[src/shared/urxf_pkg.sv]
package urxf_pkg;
  // ----------------------------------------------------------------
  // register map
  // ----------------------------------------------------------------
  localparam logic [1:0] ADDR_STATUS_CTRL = 2'h0; // rx_status_control_reg
  localparam logic [1:0] ADDR_DATA = 2'h1; // rx_data_reg
  localparam logic [1:0] ADDR_IRQ = 2'h2; // irq enables and pending flag

  // control and status fields
  localparam int BIT_SERIAL_PORT_ENABLE = 0; // serial_port_enable
  localparam int BIT_CONTINUOUS_RECEIVE_ENABLE = 1; // continuous_receive_enable
  localparam int BIT_NINE = 2; // nine_bit_receive_select
  localparam int BIT_ADDRESS_FILTER_ENABLE = 3; // address_filter_enable
  localparam int BIT_SYNC = 4; // synchronous mode select
  localparam int BIT_NINTH = 5; // ninth_received_bit, read only
  localparam int BIT_STOP_BIT_FAULT = 6; // stop_bit_fault, read only
  localparam int BIT_OVF = 7; // fifo_overflow_fault, read only

  // irq register fields
  localparam int BIT_RXIE = 0; // rx_interrupt_enable
  localparam int BIT_PERIPHERAL_IRQ_ENABLE = 1; // peripheral_irq_enable
  localparam int BIT_GIE = 2; // global_irq_enable
  localparam int BIT_PEND = 3; // rx_char_pending_flag, read only

  // ----------------------------------------------------------------
  // timing and sizes
  // ----------------------------------------------------------------
  localparam logic [3:0] OVS_LAST = 4'hf; // last tick of a 16-tick bit
  localparam logic [3:0] OVS_MID = 4'h8; // decision tick near bit centre
  localparam logic [3:0] BITS_EIGHT = 4'h8;
  localparam logic [3:0] BITS_NINE = 4'h9;
  localparam logic [1:0] FIFO_DEPTH = 2'h2;
  localparam int ENTRY_W = 10; // stop fault, ninth bit, eight data bits

  // reset values
  localparam logic [7:0] RST_BYTE = 8'h00;
  localparam logic [8:0] RST_CHAR = 9'h000;
  localparam logic [3:0] RST_CNT = 4'h0;

  typedef enum logic [1:0] {
    RX_IDLE,
    RX_START,
    RX_DATA,
    RX_STOP
  } urxf_state_t;
endpackage

[src/urxf_majority.sv]
`timescale 1ns/10ps
module urxf_majority (
  input wire logic clock, // system clock
  input wire logic rst, // async reset, high
  input wire logic clear, // drop history
  input wire logic tick, // 16x baud tick
  input wire logic line, // serial line level
  output logic vote // majority of last three samples
);
  typedef struct packed {
    logic [2:0] smp;
  } urxf_maj_t;

  urxf_maj_t s_reg, s_next;

  // ----------------------------------------------------------------
  // sample history
  // ----------------------------------------------------------------
  always_comb begin
    s_next = s_reg;
    if (clear) begin
      s_next.smp = 3'h7;
    end else if (tick) begin
      s_next.smp = {s_reg.smp[1:0], line};
    end
  end

  always_ff @(posedge clock or posedge rst) begin
    if (rst) begin
      s_reg <= '{smp: 3'h7};
    end else begin
      s_reg <= s_next;
    end
  end

  // two of three decide the bit
  assign vote = (s_reg.smp[0] & s_reg.smp[1]) | (s_reg.smp[0] & s_reg.smp[2]) |
                (s_reg.smp[1] & s_reg.smp[2]);
endmodule

[src/urxf_fifo.sv]
`timescale 1ns/10ps
module urxf_fifo (
  input wire logic clock, // system clock
  input wire logic rst, // async reset, high
  input wire logic flush, // empty all entries
  input wire logic push, // write one entry
  input wire logic [urxf_pkg::ENTRY_W-1:0] push_data, // entry in
  input wire logic pop, // drop oldest entry
  output logic [1:0] count, // entries held
  output logic [urxf_pkg::ENTRY_W-1:0] head // oldest entry
);
  typedef struct packed {
    logic [1:0] cnt;
    logic [1:0][urxf_pkg::ENTRY_W-1:0] ent;
  } urxf_fifo_t;

  urxf_fifo_t s_reg, s_next;
  logic do_pop;

  // ----------------------------------------------------------------
  // two-entry shift queue, entry 0 oldest
  // ----------------------------------------------------------------
  always_comb begin
    s_next = s_reg;
    do_pop = pop && (s_reg.cnt != 2'h0);
    if (flush) begin
      s_next.cnt = 2'h0;
      s_next.ent = '0;
    end else begin
      if (do_pop) begin
        s_next.ent[0] = s_reg.ent[1];
        s_next.cnt = s_reg.cnt - 2'h1;
      end
      if (push && (s_next.cnt != urxf_pkg::FIFO_DEPTH)) begin
        s_next.ent[s_next.cnt[0]] = push_data;
        s_next.cnt = s_next.cnt + 2'h1;
      end
    end
  end

  always_ff @(posedge clock or posedge rst) begin
    if (rst) begin
      s_reg <= '0;
    end else begin
      s_reg <= s_next;
    end
  end

  assign count = s_reg.cnt;
  assign head = s_reg.ent[0];
endmodule

[src/urxf_receiver.sv]
// The plain strobed port and the placing of the registers were decided locally.
`timescale 1ns/10ps
module urxf_receiver (
  input wire logic clock, // system clock, 125 MHz
  input wire logic rst, // async reset, high
  input wire logic rx_line, // serial receive line
  input wire logic baud_tick16, // one-cycle tick at 16x baud
  input wire logic [1:0] addr, // register address
  input wire logic [7:0] wdata, // write data
  input wire logic wr, // write strobe
  input wire logic rd, // read strobe
  output logic [7:0] rdata, // read data, cycle after rd
  output logic rx_char_pending_flag, // unread character held while port and receive are enabled
  output logic rx_irq // receive interrupt request
);
  typedef struct packed {
    urxf_pkg::urxf_state_t st;
    logic [3:0] tcnt;
    logic [3:0] bitn;
    logic prev_line;
    logic [8:0] shreg;
    logic serial_port_enable;
    logic continuous_receive_enable;
    logic nine;
    logic address_filter_enable;
    logic syncsel;
    logic rxie;
    logic peripheral_irq_enable;
    logic global_irq_enable;
    logic ovf;
    logic pend;
    logic irq;
    logic [7:0] rdata;
  } urxf_rx_t;

  urxf_rx_t s_reg, s_next;
  logic active;
  logic vote;
  logic done;
  logic keep;
  logic push;
  logic pop;
  logic [1:0] fifo_cnt;
  logic [urxf_pkg::ENTRY_W-1:0] head;
  logic [urxf_pkg::ENTRY_W-1:0] push_data;
  logic [3:0] nbits;

  // ----------------------------------------------------------------
  // helpers
  // ----------------------------------------------------------------
  urxf_majority u_maj (
    .clock(clock),
    .rst(rst),
    .clear(!active),
    .tick(baud_tick16),
    .line(rx_line),
    .vote(vote)
  );

  urxf_fifo u_fifo (
    .clock(clock),
    .rst(rst),
    .flush(!s_reg.serial_port_enable),
    .push(push),
    .push_data(push_data),
    .pop(pop),
    .count(fifo_cnt),
    .head(head)
  );

  // reception enable and character assembly
  assign active = s_reg.continuous_receive_enable && !s_reg.syncsel && s_reg.serial_port_enable;
  assign nbits = s_reg.nine ? urxf_pkg::BITS_NINE : urxf_pkg::BITS_EIGHT;
  assign done = active && baud_tick16 && (s_reg.st == urxf_pkg::RX_STOP) &&
                (s_reg.tcnt == urxf_pkg::OVS_MID);
  // in nine-bit mode the filter drops characters without ninth bit
  assign keep = !(s_reg.address_filter_enable && s_reg.nine && !s_reg.shreg[8]);
  // stop level low marks the entry faulty
  assign push_data = {!vote, s_reg.nine & s_reg.shreg[8], s_reg.shreg[7:0]};
  assign pop = rd && (addr == urxf_pkg::ADDR_DATA);
  // refused while overflow stands, accepted despite earlier faults
  assign push = done && keep && !s_reg.ovf &&
                ((fifo_cnt != urxf_pkg::FIFO_DEPTH) || pop);

  // ----------------------------------------------------------------
  // next state
  // ----------------------------------------------------------------
  always_comb begin
    s_next = s_reg;
    // bit recovery on external tick only
    if (!active) begin
      s_next.st = urxf_pkg::RX_IDLE;
      s_next.tcnt = urxf_pkg::RST_CNT;
      s_next.prev_line = 1'b1;
    end else if (baud_tick16) begin
      s_next.prev_line = rx_line;
      s_next.tcnt = s_reg.tcnt + 4'h1;
      case (s_reg.st)
        urxf_pkg::RX_IDLE: begin
          s_next.tcnt = urxf_pkg::RST_CNT;
          if (s_reg.prev_line && !rx_line) begin
            s_next.st = urxf_pkg::RX_START;
            s_next.tcnt = 4'h1;
          end
        end
        urxf_pkg::RX_START: begin
          if (s_reg.tcnt == urxf_pkg::OVS_MID && vote) begin
            s_next.st = urxf_pkg::RX_IDLE;
          end else if (s_reg.tcnt == urxf_pkg::OVS_LAST) begin
            s_next.st = urxf_pkg::RX_DATA;
            s_next.bitn = urxf_pkg::RST_CNT;
            s_next.shreg = urxf_pkg::RST_CHAR;
          end
        end
        urxf_pkg::RX_DATA: begin
          if (s_reg.tcnt == urxf_pkg::OVS_MID) begin
            s_next.shreg[s_reg.bitn] = vote;
          end
          if (s_reg.tcnt == urxf_pkg::OVS_LAST) begin
            s_next.bitn = s_reg.bitn + 4'h1;
            if (s_reg.bitn + 4'h1 == nbits) begin
              s_next.st = urxf_pkg::RX_STOP;
            end
          end
        end
        urxf_pkg::RX_STOP: begin
          if (s_reg.tcnt == urxf_pkg::OVS_MID) begin
            s_next.st = urxf_pkg::RX_IDLE;
          end
        end
        default: begin
          s_next.st = urxf_pkg::RX_IDLE;
        end
      endcase
    end
    // overflow: set on refused third character, cleared by enables
    if (done && keep && (fifo_cnt == urxf_pkg::FIFO_DEPTH) && !pop) begin
      s_next.ovf = 1'b1;
    end
    if (!s_reg.continuous_receive_enable || !s_reg.serial_port_enable) begin
      s_next.ovf = 1'b0;
    end
    // register writes; status bits are not writable
    if (wr && addr == urxf_pkg::ADDR_STATUS_CTRL) begin
      s_next.serial_port_enable = wdata[urxf_pkg::BIT_SERIAL_PORT_ENABLE];
      s_next.continuous_receive_enable = wdata[urxf_pkg::BIT_CONTINUOUS_RECEIVE_ENABLE];
      s_next.nine = wdata[urxf_pkg::BIT_NINE];
      s_next.address_filter_enable = wdata[urxf_pkg::BIT_ADDRESS_FILTER_ENABLE];
      s_next.syncsel = wdata[urxf_pkg::BIT_SYNC];
    end
    if (wr && addr == urxf_pkg::ADDR_IRQ) begin
      s_next.rxie = wdata[urxf_pkg::BIT_RXIE];
      s_next.peripheral_irq_enable = wdata[urxf_pkg::BIT_PERIPHERAL_IRQ_ENABLE];
      s_next.global_irq_enable = wdata[urxf_pkg::BIT_GIE];
    end
    // pending follows occupancy while port and receive are enabled
    s_next.pend = (fifo_cnt != 2'h0) && s_reg.serial_port_enable && s_reg.continuous_receive_enable;
    // interrupt from pending and enables, never from a fault
    s_next.irq = s_next.pend && s_next.rxie && s_next.peripheral_irq_enable && s_next.global_irq_enable;
    // read data path, valid cycle after strobe
    s_next.rdata = urxf_pkg::RST_BYTE;
    if (rd) begin
      case (addr)
        urxf_pkg::ADDR_STATUS_CTRL: begin
          s_next.rdata[urxf_pkg::BIT_SERIAL_PORT_ENABLE] = s_reg.serial_port_enable;
          s_next.rdata[urxf_pkg::BIT_CONTINUOUS_RECEIVE_ENABLE] = s_reg.continuous_receive_enable;
          s_next.rdata[urxf_pkg::BIT_NINE] = s_reg.nine;
          s_next.rdata[urxf_pkg::BIT_ADDRESS_FILTER_ENABLE] = s_reg.address_filter_enable;
          s_next.rdata[urxf_pkg::BIT_SYNC] = s_reg.syncsel;
          s_next.rdata[urxf_pkg::BIT_NINTH] = (fifo_cnt != 2'h0) & head[8];
          s_next.rdata[urxf_pkg::BIT_STOP_BIT_FAULT] = (fifo_cnt != 2'h0) & head[9];
          s_next.rdata[urxf_pkg::BIT_OVF] = s_reg.ovf;
        end
        urxf_pkg::ADDR_DATA: begin
          s_next.rdata = (fifo_cnt != 2'h0) ? head[7:0] : urxf_pkg::RST_BYTE;
        end
        urxf_pkg::ADDR_IRQ: begin
          s_next.rdata[urxf_pkg::BIT_RXIE] = s_reg.rxie;
          s_next.rdata[urxf_pkg::BIT_PERIPHERAL_IRQ_ENABLE] = s_reg.peripheral_irq_enable;
          s_next.rdata[urxf_pkg::BIT_GIE] = s_reg.global_irq_enable;
          s_next.rdata[urxf_pkg::BIT_PEND] = s_reg.pend;
        end
        default: begin
          s_next.rdata = urxf_pkg::RST_BYTE;
        end
      endcase
    end
  end

  // ----------------------------------------------------------------
  // state register
  // ----------------------------------------------------------------
  always_ff @(posedge clock or posedge rst) begin
    if (rst) begin
      s_reg <= '{st: urxf_pkg::RX_IDLE, tcnt: urxf_pkg::RST_CNT, bitn: urxf_pkg::RST_CNT,
                 prev_line: 1'b1, shreg: urxf_pkg::RST_CHAR, serial_port_enable: 1'b0, continuous_receive_enable: 1'b0,
                 nine: 1'b0, address_filter_enable: 1'b0, syncsel: 1'b0, rxie: 1'b0, peripheral_irq_enable: 1'b0,
                 global_irq_enable: 1'b0, ovf: 1'b0, pend: 1'b0, irq: 1'b0, rdata: urxf_pkg::RST_BYTE};
    end else begin
      s_reg <= s_next;
    end
  end

  assign rdata = s_reg.rdata;
  assign rx_char_pending_flag = s_reg.pend;
  assign rx_irq = s_reg.irq;
endmodule

[config.mk]
export PLATFORM = sky130hd
export DESIGN_NAME = urxf_receiver
export DESIGN_NICKNAME = d
export VERILOG_FILES = /design/src/shared/urxf_pkg.sv /design/src/urxf_majority.sv /design/src/urxf_fifo.sv /design/src/urxf_receiver.sv
export SDC_FILE = /design/constraint.sdc
export NUM_CORES = 1
export LEC_CHECK = 0
export BUFFER_PORTS_ARGS = -buffer_cell sky130_fd_sc_hd__buf_4
export CORE_MARGIN = 3
export CORE_UTILIZATION = 54
export CTS_BUF_LIST = sky130_fd_sc_hd__clkbuf_16
export CTS_CLUSTER_SIZE = 28
export DETAILED_ROUTE_END_ITERATION = 16
export PLACE_DENSITY = 0.76
export SLEW_MARGIN = 20
export SYNTH_ARGS = -nofsm -noshare
export SYNTH_HDL_FRONTEND = slang
export SYNTH_SLANG_ARGS = --single-unit
export TNS_END_PERCENT = 100
[constraint.sdc]
create_clock -name clock -period 2.2 [get_ports clock]
set_input_delay 0.11 -clock clock [delete_from_list [all_inputs] [get_ports clock]]
set_output_delay 0.11 -clock clock [all_outputs]
set_load 0.01 [all_outputs]
==> impl_metrics.toml <==
[worst_setup_path]
crit_required_ns = 2.42
cp-endpoint = "u_fifo.count[1]"
reg2reg_from = "u_fifo.count[0]"
worst-setup-path-type = "reg -> reg"
reg2reg_slack_ns = -0.01
crit_fanout = 4
cp-start-kind = "register"
ff2ff_path_depth = 9
cp_data_arrival_time_ns = 2.43
cp-end-kind = "register"
r2r-end = "u_fifo.count[1]"
worstSetupStartpoint = "u_fifo.count[0]"

[place]
numPortBuffers = 22
hpwl_um = 4810
gp_congestion = 0.793

[die]
dieHeight_um = 85.7
die-area_mm2 = 0.00734
core_mm2 = 0.00603
num_rows = 28
initial_core_util = 0.569
io_pins = 26
die_width_um = 85.7

[timing]
drv_slew = 0
worst_slew_pin_slew_ns = 0.697
relSlewSlack = 0.534
fin_crit_sh = 1.01
hold_viol_final = 0
min_period_ns = 2.21
setup_tns_ns = -0.0118
max_clock_freq_mhz = 452
whs_ns = 0.0182
setup_viol = 1
rsz0062_at_grt = "yes"
clock_skew_ns = 0.00469
setup_ws_ns = -0.0118

[logic_synthesis]
yosys_warnings = 0
netlist_area_mm2 = 0.00343
seq_area_frac_synth = 0.469
synthArstFlopShare = 1.00
yosys.area.top_type = "dfrtp_1"
synth_seq_cells = 64
syn_inst = 344
ys.flop_type = "dfrtp_1"
synth_top_area_share = 0.438
syn_avg_cell_area_um2 = 9.97
synth_cell_types = 51
synth_enable_flop_cells = 0
synth_area_leaders = "dfrtp_1 44%, mux2i_1 7.0%, nand2_1 4.7%, o21ai_0 4.2%, ha_1 3.3%"
synth_nets = 369

[power]
p_leak_nw = 1.89
power.density_mw_per_mm2 = 693
ir_worst_vdd_uv = 511

[status]
status = "finished, violations left"
violations = "setup timing"

[detailed_routing]
viasPerCell = 5.69
drtPass1Iterations = 4
vias = 2553
route.antenna.remaining_nets = 0
drc = 0
wire_per_inst_um = 16.2
drtIter0Drc = 148
wl_um = 7270

[layout]
fillers = 446
largest_reg_flops = 21
finalNetCount = 394
syn_to_final_growth_pct = 18.0
final_common_cell = "dfrtp_1"
ff_latch_area_mm2 = 0.00161
multi_input_area_mm2 = 0.00166
drive_gt1_frac = 0.209
final_cell_mix = "60 x dfrtp_1, 43 x nand2_1, 33 x buf_4, 29 x o21ai_0, 24 x mux2i_1"
insertedDiodeCount = 0

[global_routing]
track_usage = 0.221
antenna_found_initial = 0
grt_max_degree = 51
grt_pass1_vias = 2643
grt_overflow = 0
grt_pass1_wl_um = 12600

[clock_tree]
h-tree-depth = 3
ctsRootBufferMaster = "clkbuf_16"
cts_tree = "done"
cts_made_buffers = 9
clk_pin_slew_worst_paths_ns = 0.05
worstSkewPairLatency_ns = 0.33
clock-sinks = 64
clock_path_buffers = 2

[flow_run]
maxCapViolCount = 0

[hold_path]
hp-class = "in -> reg"
==> power by group <==
| part | total [mW] | internal (mW) | switching (mW) |
|---|---|---|---|
| Sequential | 1.25 | 1.22 | 0.0332 |
| Clock | 1.34 | 0.854 | 0.490 |
| Combinational | 0.209 | 0.0869 | 0.122 |
| Total | 2.80 | 2.16 | 0.645 |
==> metal layers <==
| layer | vias up | track usage | wire, um |
|---|---|---|---|
| met5 | - | 0 | 0 |
| met4 | 0 | 0.0763 | 143 |
| met3 | 13 | 0.0605 | 301 |
| met2 | 43 | 0.374 | 3770 |
| met1 | 1265 | 0.273 | 3060 |
| li1 | 1232 | - | - |
==> synth_stat cells (2+ instances only) <==
library cell and n:
o21ai_1 2, a21oi_1 17, nand2b_1 4, nor3_1 3, a21boi_0 2, mux2_2 9, nand2_1 43, a31oi_1 4
and3_1 3, clkbuf_1 7, o31ai_1 3, xor2_1 3, o211a_1 8, dfrtp_1 60, nand3b_1 6, nor3b_1 2
o21ai_0 29, ha_1 9, buf_2 4, inv_1 23, nand3_1 7, nor2b_1 10, and4_1 2, dfstp_2 4
and2_1 7, nor2_1 15, mux2i_1 24, buf_4 11
==> worst min-delay path by stage <==
stage	to	cells after the start	startpoint
6_report	s_reg[14]	2	wdata[4]
5_1_grt	s_reg[14]	2	wdata[4]
4_1_cts	s_reg[15]	2	wdata[3]
3_5_place_dp	s_reg[35]	2	rst
3_3_place_gp	s_reg[35]	2	rst
2_1_floorplan	rdata[0]	1	rd
==> per-stage QoR <==
| step | setup WS [ns] | utilization | cell area (um^2) | cells | total power, mW |
|---|---|---|---|---|---|
| final | -0.0118 | 0.671 | 4050 | 449 | 2.80 |
| after global routing | -0.0995 | 0.671 | 4050 | 449 | 2.92 |
| after CTS | -0.0219 | 0.669 | 4030 | 447 | 2.83 |
| after detailed placement | -0.0563 | 0.608 | 3660 | 426 | 1.48 |
| after global placement | 0.0460 | 0.608 | 3660 | 426 | 1.47 |
| after floorplan | -0.0625 | - | 3460 | 344 | 1.41 |
==> critical path, cell delays in order (launching register included) <==
cell and delay (ns):
dfrtp_1 0.37, inv_2 0.06, ha_4 0.16, and4bb_4 0.40, xnor2_4 0.10, ha_4 0.17, a211oi_4 0.24, nand2_2 0.14
mux2_4 0.32, and2_4 0.16
==> what timing repair did <==
item | 4_1_cts | 5_1_grt
resized for setup | 8 | 1
hold buffers | 1 | 0
buffers inserted | 4 | 2
pin swaps | 6 | 1
setup endpoints to repair | 19 | 19
endpoints found under the hold margin | 10 | 0
==> cells by family after synthesis <==
kind of cell,share of synthesized area
multiplexers,0.103
flip-flops,0.469
adder cells (fa/ha/maj),0.0358
AND/OR/NAND/NOR,0.182
AO/OA/AOI/OAI,0.132
buffers and inverters,0.0661
XOR/XNOR,0.0124
==> cell type report <==
type                       count  share of cell area
multi-input combinational    234               0.411
inverter                      23              0.0213
clock inverter                 7              0.0133
timing repair buffer          37              0.0786
clock buffer                   9              0.0557
sequential                    64               0.397
tap                           75              0.0232
No activity file was read; power rests on OpenSTA's default activity.
